## src/tmr_defines.vh

```
// Constants for the capture and auto-reload timer block.
`ifndef TMR_DEFINES_VH
`define TMR_DEFINES_VH
`define TMR_ADDR_W 8
`define TMR_OFS_CTRL 8'hC8
`define TMR_OFS_MODE 8'hC9
`define TMR_OFS_RCAPL 8'hCA
`define TMR_OFS_RCAPH 8'hCB
`define TMR_OFS_CNTL 8'hCC
`define TMR_OFS_CNTH 8'hCD
`define TMR_OFS_AUX 8'hCE
`define TMR_RST_CTRL 8'h00
`define TMR_RST_MODE 8'h00
`define TMR_MODE_MASK 8'h0B
`define TMR_BIT_OVF 7
`define TMR_BIT_EXT 6
`define TMR_BIT_RCLK 5
`define TMR_BIT_TCLK 4
`define TMR_BIT_EXEN 3
`define TMR_BIT_RUN 2
`define TMR_BIT_CT 1
`define TMR_BIT_CPRL 0
`define TMR_BIT_CLR 3
`define TMR_BIT_OE 1
`define TMR_BIT_DOWN_COUNT_ENABLE 0
`define TMR_BIT_SPEED 0
`define TMR_BIT_IEN 1
`define TMR_SLOW_DIV 12
`define TMR_FAST_DIV 4
`define TMR_BAUD_DIV 2
`endif

```

## src/tmr_edge_sync.v

```verilog
// Two-flop synchroniser with a one-shot falling-edge detector.
`timescale 1ns/1ps
`default_nettype none
module tmr_edge_sync (
	input  wire mclk,
	input  wire rstN,
	input  wire pinIn,
	output wire level,
	output wire fall
);
	reg meta;
	reg sync;
	reg last;

	always @(posedge mclk or negedge rstN) begin
		if (!rstN) begin
			meta <= 1'b1;
			sync <= 1'b1;
			last <= 1'b1;
		end else begin
			meta <= pinIn;
			sync <= meta;
			last <= sync;
		end
	end

	assign level = sync;
	assign fall = last & ~sync;
endmodule // tmr_edge_sync
`default_nettype wire

```

## src/tmr_timer.v

```verilog
// Capture and auto-reload timer with Avalon-MM register access.
`timescale 1ns/1ps
`default_nettype none
`include "tmr_defines.vh"
module tmr_timer #(
	parameter SLOW_DIV = `TMR_SLOW_DIV,
	parameter FAST_DIV = `TMR_FAST_DIV
) (
	input  wire       mclk,
	input  wire       nrst,
	input  wire [7:0] address,
	input  wire       read,
	input  wire       write,
	input  wire [3:0] byteenable,
	input  wire [31:0] writedata,
	output reg  [31:0] readdata,
	output wire       waitrequest,
	input  wire       countInputPin,
	input  wire       captureTriggerPin,
	input  wire       timer1Overflow,
	output wire       rxBaudTick,
	output wire       txBaudTick,
	output reg        clockOut,
	output wire       timerIrq
);
	// ------------------------------------------------------------
	// Reset release
	// ------------------------------------------------------------
	reg rstMeta;
	reg rstN;
	always @(posedge mclk or negedge nrst) begin
		if (!nrst) begin
			rstMeta <= 1'b0;
			rstN <= 1'b0;
		end else begin
			rstMeta <= 1'b1;
			rstN <= rstMeta;
		end
	end

	// ------------------------------------------------------------
	// Pin synchronisers
	// ------------------------------------------------------------
	wire trigLevel;
	wire trigFall;
	wire cntFall;
	tmr_edge_sync uTrig (
		.mclk  (mclk),
		.rstN  (rstN),
		.pinIn (captureTriggerPin),
		.level (trigLevel),
		.fall  (trigFall)
	);
	tmr_edge_sync uCnt (
		.mclk  (mclk),
		.rstN  (rstN),
		.pinIn (countInputPin),
		.level (),
		.fall  (cntFall)
	);

	// ------------------------------------------------------------
	// Registers
	// ------------------------------------------------------------
	reg [7:0] timerControl;
	reg [7:0] timerModeControl;
	reg [7:0] reloadLow;
	reg [7:0] reloadHigh;
	reg [15:0] count;
	reg [1:0] aux;
	reg [7:0] prescale;
	reg baudPhase;
	reg swExtSet;

	wire overflowFlag = timerControl[`TMR_BIT_OVF];
	wire rxClockSelect = timerControl[`TMR_BIT_RCLK];
	wire txClockSelect = timerControl[`TMR_BIT_TCLK];
	wire externalEnable = timerControl[`TMR_BIT_EXEN];
	wire runControl = timerControl[`TMR_BIT_RUN];
	wire counterTimerSelect = timerControl[`TMR_BIT_CT];
	wire captureReloadSelect = timerControl[`TMR_BIT_CPRL];
	wire captureAutoClear = timerModeControl[`TMR_BIT_CLR];
	wire clockOutEnable = timerModeControl[`TMR_BIT_OE];
	wire downCountEnable = timerModeControl[`TMR_BIT_DOWN_COUNT_ENABLE];
	wire timerSpeedSelect = aux[`TMR_BIT_SPEED];
	wire irqEnable = aux[`TMR_BIT_IEN];

	wire baudMode = rxClockSelect | txClockSelect;
	wire trigAct = trigFall & externalEnable & ~baudMode;
	wire captureMode = captureReloadSelect & ~baudMode;
	wire downMode = ~captureMode & ~baudMode & downCountEnable & ~trigLevel;
	wire [15:0] reloadVal = {reloadHigh, reloadLow};

	// ------------------------------------------------------------
	// Tick generation
	// ------------------------------------------------------------
	wire [7:0] divTop = timerSpeedSelect ? FAST_DIV[7:0] - 8'h01
		: SLOW_DIV[7:0] - 8'h01;
	always @(posedge mclk or negedge rstN) begin
		if (!rstN) begin
			prescale <= 8'h00;
			baudPhase <= 1'b0;
		end else begin
			prescale <= (prescale >= divTop) ? 8'h00 : prescale + 8'h01;
			baudPhase <= ~baudPhase;
		end
	end
	// The prescaler runs free, so the first tick after a start may
	// come early by up to one prescale period.
	// Baud every two clocks.
	wire baudTick = baudPhase;
	wire srcTick = counterTimerSelect ? cntFall : (prescale == divTop);
	wire tick = runControl & (baudMode ? baudTick : srcTick);

	wire upOvf = tick & ~downMode & (count == 16'hFFFF);
	wire downOvf = tick & downMode & (count == reloadVal);
	wire ovf = upOvf | downOvf;

	// ------------------------------------------------------------
	// Address decode
	// ------------------------------------------------------------
	localparam [2:0] IDX_CTRL  = 3'h0;
	localparam [2:0] IDX_MODE  = 3'h1;
	localparam [2:0] IDX_RCAPL = 3'h2;
	localparam [2:0] IDX_RCAPH = 3'h3;
	localparam [2:0] IDX_CNTL  = 3'h4;
	localparam [2:0] IDX_CNTH  = 3'h5;
	localparam [2:0] IDX_AUX   = 3'h6;
	localparam [2:0] IDX_NONE  = 3'h7;

	// Writes and reads share one decode, so a register can never be
	// writable at one offset and readable at another.
	function [2:0] reg_index;
		input [7:0] addr;
		begin
			case (addr)
			`TMR_OFS_CTRL:  reg_index = IDX_CTRL;
			`TMR_OFS_MODE:  reg_index = IDX_MODE;
			`TMR_OFS_RCAPL: reg_index = IDX_RCAPL;
			`TMR_OFS_RCAPH: reg_index = IDX_RCAPH;
			`TMR_OFS_CNTL:  reg_index = IDX_CNTL;
			`TMR_OFS_CNTH:  reg_index = IDX_CNTH;
			`TMR_OFS_AUX:   reg_index = IDX_AUX;
			default:        reg_index = IDX_NONE;
			endcase
		end
	endfunction

	wire [2:0] regIdx = reg_index(address);
	wire wrLane = write & byteenable[0];
	wire wrCtrl = wrLane & (regIdx == IDX_CTRL);
	wire wrMode = wrLane & (regIdx == IDX_MODE);
	wire wrRcl = wrLane & (regIdx == IDX_RCAPL);
	wire wrRch = wrLane & (regIdx == IDX_RCAPH);
	wire wrCl = wrLane & (regIdx == IDX_CNTL);
	wire wrCh = wrLane & (regIdx == IDX_CNTH);
	wire wrAux = wrLane & (regIdx == IDX_AUX);

	// ------------------------------------------------------------
	// Read handshake
	// ------------------------------------------------------------
	// Read data is registered, so every read is held off one cycle
	// and the data already stands when waitrequest drops.
	reg rdDone;
	always @(posedge mclk or negedge rstN) begin
		if (!rstN) begin
			rdDone <= 1'b0;
		end else begin
			rdDone <= read & ~rdDone;
		end
	end
	assign waitrequest = read & ~rdDone;
	wire rdLoad = read & ~rdDone;

	always @(posedge mclk or negedge rstN) begin
		if (!rstN) begin
			readdata <= 32'h00000000;
		end else if (rdLoad) begin
			case (regIdx)
			IDX_CTRL: begin
				readdata <= {24'h000000, timerControl};
			end
			IDX_MODE: begin
				readdata <= {24'h000000, timerModeControl};
			end
			IDX_RCAPL: begin
				readdata <= {24'h000000, reloadLow};
			end
			IDX_RCAPH: begin
				readdata <= {24'h000000, reloadHigh};
			end
			IDX_CNTL: begin
				readdata <= {24'h000000, count[7:0]};
			end
			IDX_CNTH: begin
				readdata <= {24'h000000, count[15:8]};
			end
			IDX_AUX: begin
				readdata <= {30'h00000000, aux};
			end
			default: begin
				readdata <= 32'h00000000;
			end
			endcase
		end
	end

	// ------------------------------------------------------------
	// Control and flags
	// ------------------------------------------------------------
	reg [7:0] next_ctrl;
	always @* begin
		next_ctrl = wrCtrl ? writedata[7:0] : timerControl;
		if (ovf & ~baudMode)
			next_ctrl[`TMR_BIT_OVF] = 1'b1;
		if (trigAct | (downCountEnable & ovf & ~baudMode & ~captureMode))
			next_ctrl[`TMR_BIT_EXT] = 1'b1;
	end

	always @(posedge mclk or negedge rstN) begin
		if (!rstN) begin
			timerControl <= `TMR_RST_CTRL;
			timerModeControl <= `TMR_RST_MODE;
			aux <= 2'b00;
			swExtSet <= 1'b0;
		end else begin
			timerControl <= next_ctrl;
			if (wrMode)
				timerModeControl <= writedata[7:0] & `TMR_MODE_MASK;
			if (wrAux)
				aux <= writedata[1:0];
			swExtSet <= wrCtrl & writedata[`TMR_BIT_EXT] & ~timerControl[`TMR_BIT_EXT];
		end
	end

	assign timerIrq = irqEnable & (overflowFlag | timerControl[`TMR_BIT_EXT] | swExtSet);

	// ------------------------------------------------------------
	// Counter, capture and reload
	// ------------------------------------------------------------
	localparam [1:0] MODE_RELOAD  = 2'h0;
	localparam [1:0] MODE_CAPTURE = 2'h1;
	localparam [1:0] MODE_DOWN    = 2'h2;
	localparam [1:0] MODE_BAUD    = 2'h3;
	wire [1:0] countMode = baudMode ? MODE_BAUD
		: captureMode ? MODE_CAPTURE
		: downMode ? MODE_DOWN : MODE_RELOAD;

	reg [15:0] next_count;
	reg [7:0]  next_reloadLow;
	reg [7:0]  next_reloadHigh;
	always @* begin
		next_count = count;
		next_reloadLow = wrRcl ? writedata[7:0] : reloadLow;
		next_reloadHigh = wrRch ? writedata[7:0] : reloadHigh;
		case (countMode)
		MODE_CAPTURE: begin
			if (trigAct) begin
				next_reloadLow = count[7:0];
				next_reloadHigh = count[15:8];
			end
			if (trigAct & captureAutoClear)
				next_count = 16'h0000;
			else if (tick)
				next_count = count + 16'h0001;
		end
		MODE_DOWN: begin
			if (trigAct)
				next_count = reloadVal;
			else if (downOvf)
				next_count = 16'hFFFF;
			else if (tick)
				next_count = count - 16'h0001;
		end
		MODE_BAUD: begin
			if (upOvf)
				next_count = reloadVal;
			else if (tick)
				next_count = count + 16'h0001;
		end
		default: begin
			if (trigAct | upOvf)
				next_count = reloadVal;
			else if (tick)
				next_count = count + 16'h0001;
		end
		endcase
		// A count byte written by software wins over a tick of the
		// same cycle, so a preset value is never lost.
		if (wrCl)
			next_count[7:0] = writedata[7:0];
		if (wrCh)
			next_count[15:8] = writedata[7:0];
	end

	always @(posedge mclk or negedge rstN) begin
		if (!rstN) begin
			count <= 16'h0000;
			reloadLow <= 8'h00;
			reloadHigh <= 8'h00;
		end else begin
			count <= next_count;
			reloadLow <= next_reloadLow;
			reloadHigh <= next_reloadHigh;
		end
	end

	// ------------------------------------------------------------
	// Baud and clock output
	// ------------------------------------------------------------
	// Receive and transmit time bases.
	assign rxBaudTick = rxClockSelect ? (ovf & baudMode) : timer1Overflow;
	assign txBaudTick = txClockSelect ? (ovf & baudMode) : timer1Overflow;

	// Clock out follows up overflows only; a down count never
	// toggles it, so software must not rely on it in that mode.
	always @(posedge mclk or negedge rstN) begin
		if (!rstN) begin
			clockOut <= 1'b0;
		end else if (!clockOutEnable) begin
			clockOut <= 1'b0;
		end else if (upOvf) begin
			clockOut <= ~clockOut;
		end
	end
endmodule // tmr_timer
`default_nettype wire

```

## config.mk

```make
export PLATFORM = sky130hd
export DESIGN_NAME = tmr_timer
export DESIGN_NICKNAME = d
export VERILOG_FILES = /design/src/tmr_edge_sync.v /design/src/tmr_timer.v
export VERILOG_INCLUDE_DIRS = /design/src
export SDC_FILE = /design/constraint.sdc
export NUM_CORES = 1
export LEC_CHECK = 0
export BUFFER_PORTS_ARGS = -buffer_cell sky130_fd_sc_hd__buf_2
export CORE_MARGIN = 1.5
export CORE_UTILIZATION = 40
export CTS_BUF_LIST = sky130_fd_sc_hd__clkbuf_2
export DETAILED_ROUTE_END_ITERATION = 16
export SKIP_CTS_REPAIR_TIMING = 1
export SLEW_MARGIN = 20
export SYNTH_ARGS = -nofsm -noshare
export SYNTH_HDL_FRONTEND = slang
export SYNTH_SLANG_ARGS = --single-unit
```

## constraint.sdc

```tcl
create_clock -name mclk -period 8 [get_ports mclk]
set_clock_uncertainty 0.2 [all_clocks]
set_input_delay 1.2 -clock mclk [delete_from_list [all_inputs] [get_ports mclk]]
set_output_delay 1.2 -clock mclk [all_outputs]
set_load 0.01 [all_outputs]
```

==> results of run 1 <==
## area by class of cell
cell class,instances,share of cell area (%)
Clock buffer,9,0.836
Tap cell,168,3.90
Inverter,9,0.627
Multi-Input combinational cell,452,55.0
Timing Repair Buffer,41,4.09
Antenna cell,2,0.0929
Clock inverter,7,1.44
Sequential cell,73,34.1
## sequential cells by signal, summed over array words and instances (netlist names)
name / cells
count: 16
prescale: 8
readdata: 8
reloadHigh: 8
reloadLow: 8
timerControl: 8
timerModeControl: 3
aux: 2
baudPhase: 1
clockOut: 1
rdDone: 1
rstMeta: 1
rstN: 1
swExtSet: 1
uCnt.last: 1
uCnt.level: 1
uCnt.meta: 1
uTrig.last: 1
uTrig.level: 1
uTrig.meta: 1
## cell families (layout without fill, tap and decap cells)
logic type | Yosys count | in the layout | synth area share, %
compound gates | 140 | 140 | 17.4
xor+xnor | 45 | 45 | 7.77
fa+ha+maj | 4 | 4 | 0.986
buf+inv | 72 | 66 | 7.45
flops | 73 | 73 | 36.1
mux | 41 | 41 | 9.22
other cells | 2 | 30 | 0.148
simple gates | 194 | 194 | 20.9
## synthesized netlist by cell type (9+ instances only)
cell,instances
a211oi_1,10
a21oi_1,43
a31oi_1,9
buf_4,25
clkbuf_1,30
dfrtp_1,67
inv_1,9
mux2_2,16
mux2i_1,22
nand2_1,44
nand3_1,19
nand4_1,11
nor2_1,50
nor3_1,14
nor4_1,9
o21ai_0,20
o22ai_1,18
xnor2_1,34
xor2_1,11
## power by group through the flow
stage	registers (W)	logic (W)	clock network (W)
after floorplan	0.000421	0.000214	0
after global placement	0.000489	0.000210	0
after detailed placement	0.000490	0.000214	0
after CTS	0.000483	0.000215	0.000232
after global routing	0.000489	0.000241	0.000249
final	0.000485	0.000218	0.000226
## routing by layer
layer  track usage (%)  part of all wire, %
met1              33.9                   42
met2              40.9                   46
met3              5.75                  8.1
met4              10.7                  3.9
met5                 0                    0
## worst paths after layout
check                           from         end  slack [ns]
max                           aux[0]  txBaudTick        2.90
min reg2reg                     rstN   uCnt.meta        0.05
min in group mclk          uCnt.meta  uCnt.level        0.17
min                             rstN   uCnt.meta        0.05
max reg2reg                   aux[0]    count[3]        4.36
max in group asynchronous       rstN    count[8]        6.75
## through the flow
stage                     worst slack [ns]  utilization [%]
after floorplan                       4.24                -
after global placement                3.55             43.0
after detailed placement              3.53             43.0
after CTS                             2.86             44.0
after global routing                  2.71             44.1
final                                 2.90             44.1
==> flow_summary_export.csv, run 1 <==
group,metric,value,unit
die,rows,40,
final_layout,fin_nets,641,
power_and_ir_drop,p_sw,0.000363,W
sta,whs,0.0543,ns
yosys,synth_edf_count,0,
place,place_hpwl,11800,µm
yosys,yosys.area.top_type,"dfrtp_1",
die,pin_count,88,
final_layout,final-seq-area,1840,µm²
yosys,ys_types,67,
worst_setup_path,crit_cells,8,
sta,slew_viol_final,0,
worst_setup_path,crit_path_end_kind,"output port",
clock_tree,cts.sinks,73,
route,routedWlPerCell,21.6,µm
global_route,antenna_found_initial,1,
sta,setup_viol,0,
sta,max_freq,196,MHz
global_route,grt_overflow_total,0,
yosys,async_flop_share,100,%
final_layout,layout-drive-gt1-share,16.6,%
yosys,synth_seq_area_share,36.1,%
route,drc,0,
worst_setup_path,path_buf_inv,1,
route,final_antenna_net_count,0,
job,cap_violations,0,
place,port_buffers,36,
global_route,grt_pass1_wl,25200,µm
outcome,status,"finished clean",
sta,tightest_slew,0.808,ns
power_and_ir_drop,switching_share,39.1,%
final_layout,fin_area,5390,µm²
worst_setup_path,path_max_fanout,17,
global_route,grt_max_degree,61,
final_layout,fillers,1253,
sta,relSlewSlack,46.1,%
clock_tree,cts_buffer_depth,2,
power_and_ir_drop,seqPwrFrac,52.3,%
power_and_ir_drop,power.density_cell_area,172,nW/µm²
global_route,grt_use_total,25.7,%
power_and_ir_drop,combPwrFrac,23.5,%
power_and_ir_drop,p_int,0.000565,W
worst_setup_path,worst_r2r_path_depth,8,
worst_setup_path,worstPathArrival,3.70,ns
worst_setup_path,cp_top_family,"simple AND/OR/NAND/NOR gates",
yosys,ys_ff_latch,73,
worst_setup_path,max_stage_delay,0.49,ns
sta,hold_viol_final,0,
clock_tree,cts_buffers,9,
clock_tree,clkTransAtPathRegs,0.22,ns
yosys,synth_area,5070,µm²
route,routed_wl,16400,µm
sta,min_period,5.10,ns
clock_tree,cts_tree,"built",
route,first_iter_violations,399,
global_route,grt_pass1_vias,4251,
place,post_dp_cell_area,5250,µm²
sta,fin_setup_tns,0,ns
min_path,hold_class,"reg2async",
sta,finalCritPeriodShare,63.7,%
sta,grt_setup_unrepaired,"false",
yosys,synth_area_leaders,"dfrtp_1 (33%), xnor2_1 (5.9%), mux2i_1 (4.3%)",
worst_setup_path,crit_required,6.60,ns
route,vias,4559,
yosys,syn_area_per_cell,8.89,µm²
yosys,synth.top_cell.area_share,33.0,%
power_and_ir_drop,power.leakage,2.19,nW
die,die_x,116,µm
place,finalWeightedCongestion,0.953,
worst_setup_path,crit_chain,"ha_1 > or4bb_1 > o211a_1 > nor2_8 > nand4_2 > nand2_1 > mux2_2 > buf_2",
worst_setup_path,critPathLaunchType,"flip-flop",
die,start_util,41.6,%
yosys,netlist_instances,571,
die,die_h,116,µm
power_and_ir_drop,p_total,0.000929,W
yosys,yosys_warnings,0,
final_layout,fin_cells,761,
die,dieArea,13400,µm²
final_layout,mostFrequentLayoutCell,"dfrtp_1",
clock_tree,cts_root_buf,"clkbuf_2",
yosys,synth_ff_type,"dfrtp_1",
clock_tree,cts_max_level,3,
power_and_ir_drop,clockPowerShare,24.3,%
worst_setup_path,critical_path.slowest_cell,"nand4_2",
power_and_ir_drop,ir_drop,74.9,µV
clock_tree,clk_latency,0.54,ns
die,coreArea,12200,µm²
route,first_pass_iters,5,
route,viasPerCell,5.99,
final_layout,area_growth,6.21,%
final_layout,multi_input_area,2960,µm²
final_layout,final_cell_mix,"dfrtp_1 (66), nor2_1 (50), nand2_1 (43), a21oi_1 (43), buf_2 (36)",
worst_setup_path,crit_type,"reg2out",
place,dp.cells,742,
(Power assumes the default switching activity.)
==> inputs of run 2 (changes only) <==
Settings changed: ABC_AREA set to 1.
Clock period 8 ns to 4.8 ns, I/O delays scaled along.
==> flow_summary_export.csv, run 2 <==
group,metric,value,unit
worst_setup_path,max_stage_delay,0.63,ns
sta,tightest_slew,0.925,ns
yosys,synth_top_family_by_area,"simple AND/OR/NAND/NOR gates",
sta,whs,0.172,ns
sta,slew_viol_final,0,
clock_tree,clkTransAtPathRegs,0.22,ns
route,viasPerCell,5.28,
global_route,grt_overflow_total,0,
die,start_util,41.1,%
yosys,synth_most_common_cell,"nand2_1",
power_and_ir_drop,ir_drop,163,µV
sta,hold_viol_final,0,
worst_setup_path,path_max_fanout,25,
power_and_ir_drop,power.leakage,3.43,nW
route,first_iter_violations,567,
yosys,synth_ff_type,"dfrtp_1",
global_route,antenna_found_initial,1,
die,die_x,128,µm
route,routed_wl,20800,µm
global_route,grt_pass1_wl,32600,µm
worst_setup_path,cpMostUsedCell,"nor2_4",
die,coreArea,15300,µm²
yosys,netlist_instances,977,
worst_setup_path,crit_type,"reg2out",
yosys,synth_area_leaders,"dfrtp_1 (27%), nand2_1 (20%), nor2_1 (5.9%)",
place,place_hpwl,15000,µm
final_layout,fin_nets,1053,
yosys,synth.top_cell.area_share,26.7,%
final_layout,top_register,"count",
global_route,grt_max_degree,72,
sta,relSlewSlack,38.3,%
worst_setup_path,path_buf_inv,2,
clock_tree,cts_buffer_depth,2,
worst_setup_path,cp_top_family,"simple AND/OR/NAND/NOR gates",
worst_setup_path,crit_required,3.88,ns
sta,max_freq,243,MHz
sta,finalCritPeriodShare,85.7,%
sta,setup_slack,0.685,ns
yosys,async_flop_share,100,%
final_layout,largest_reg_flops,16,
final_layout,fillers,1677,
min_path,hold_class,"reg2reg",
die,die_h,128,µm
clock_tree,cts_tree,"built",
yosys,synth_area,6270,µm²
yosys,synth_seq_area_share,29.3,%
final_layout,area_growth,5.17,%
power_and_ir_drop,p_total,0.00260,W
yosys,synth_edf_count,0,
route,final_antenna_net_count,0,
route,drc,0,
job,cap_violations,0,
route,first_pass_iters,6,
worst_setup_path,critical_path.slowest_cell,"dfrtp_1",
yosys,syn_area_per_cell,6.42,µm²
place,port_buffers,36,
die,pin_count,88,
worst_setup_path,critPathLaunchType,"flip-flop",
sta,grt_setup_unrepaired,"false",
worst_setup_path,crit_chain,"ha_1 > nand2_1 > nor2_4 > nand2_4 > nor2_4 > nand4_4 > nand3_1 > o21ai_0 > inv_1 > buf_2",
global_route,grt_pass1_vias,5783,
worst_setup_path,worstPathArrival,3.20,ns
power_and_ir_drop,power.density_cell_area,394,nW/µm²
place,finalWeightedCongestion,0.945,
yosys,ys_types,50,
worst_setup_path,crit_path_end_kind,"output port",
sta,setup_viol,0,
clock_tree,cts_buffers,9,
yosys,ys_top_cells_by_count,"nand2_1 (330), nor2_1 (99), inv_1 (95)",
outcome,status,"finished clean",
yosys,synth_adder_area_share,0.798,%
yosys,ys_ff_latch,73,
route,vias,6422,
yosys,yosys.area.top_type,"dfrtp_1",
final_layout,layout-drive-gt1-share,12.6,%
yosys,synth.mux.area_fraction,0,%
yosys,synth_compound_area_share,12.4,%
sta,fin_setup_tns,0,ns
clock_tree,cts_max_level,3,
clock_tree,cts_root_buf,"clkbuf_2",
final_layout,final_cell_mix,"nand2_1 (330), nor2_1 (99), inv_1 (95)",
sta,min_period,4.12,ns
final_layout,mostFrequentLayoutCell,"nand2_1",
yosys,yosys_warnings,0,
route,routedWlPerCell,17.1,µm
die,dieArea,16400,µm²
yosys,synthSimpleGateAreaFrac,41.3,%
clock_tree,clk_latency,0.68,ns
global_route,grt_use_total,26.4,%
clock_tree,cts.sinks,73,
die,rows,45,
place,dp_slack,1.42,ns
yosys,yosys.area_share.xor_xnor,2.93,%
==> run 2: cell types whose count changed in the layout (fill, tap and decap cells not counted), sizes merged, moves of 33 or more <==
cell   before  now
nand2      44  354
xnor2      34    1
inv        11  109
nand3      19   74
o21ai      22   74
nor2       52  114
==> run 2: report_power, final <==
group / total [W] / internal [W] / switching (W)
combinational: 0.00116 / 0.000393 / 0.000767
clock: 0.000414 / 0.000132 / 0.000282
sequential: 0.00103 / 0.000715 / 0.000311
==> run 2: cell families after synthesis <==
family	after synthesis
compound gates	135
buf+inv	166
fa+ha+maj	4
xor+xnor	21
other cells	2
flops	73
simple gates	576
==> run 2: final timing paths <==
path	from	to	slack (ns)	cells after the start
min in group asynchronous	nrst	rstN	0.19	2
max in group asynchronous	rstN	count[13]	3.55	0
worst min register to register	uTrig.meta	uTrig.level	0.17	0
worst max register to register	count[0]	count[5]	1.56	14
worst min-delay path	uTrig.meta	uTrig.level	0.17	0
worst max-delay path	count[0]	txBaudTick	0.68	10
==> run 2: per-layer routing <==
layer / vias up / share of wire, % / global-route usage, %
met1: 2934 / 43 / 35.7
met2: 300 / 43 / 39.5
met3: 81 / 9.2 / 6.09
met4: 0 / 4.6 / 13.0
met5: - / 0 / 0
li1: 3107 / - / -
==> run 2: cell type report <==
| class | count | area, µm² | area share, % |
|---|---|---|---|
| multi-input cells | 764 | 3710 | 56.2 |
| flip-flops and latches | 73 | 1840 | 27.9 |
| inverters | 107 | 407 | 6.17 |
| well taps | 211 | 264 | 4.00 |
| repair buffers | 43 | 240 | 3.64 |
| clock inverters | 7 | 87.6 | 1.33 |
| clock buffers | 9 | 45.0 | 0.683 |
| diodes | 2 | 5.00 | 0.0759 |
==> run 2: through the flow <==
stage / cells / utilization [%] / area (µm²)
3_5_place_dp: 1195 / 42.1 / 6420
3_3_place_gp: 1195 / 42.1 / 6420
2_1_floorplan: 1003 / - / 6370
6_report: 1216 / 43.2 / 6590
4_1_cts: 1211 / 43.0 / 6560
5_1_grt: 1215 / 43.2 / 6590
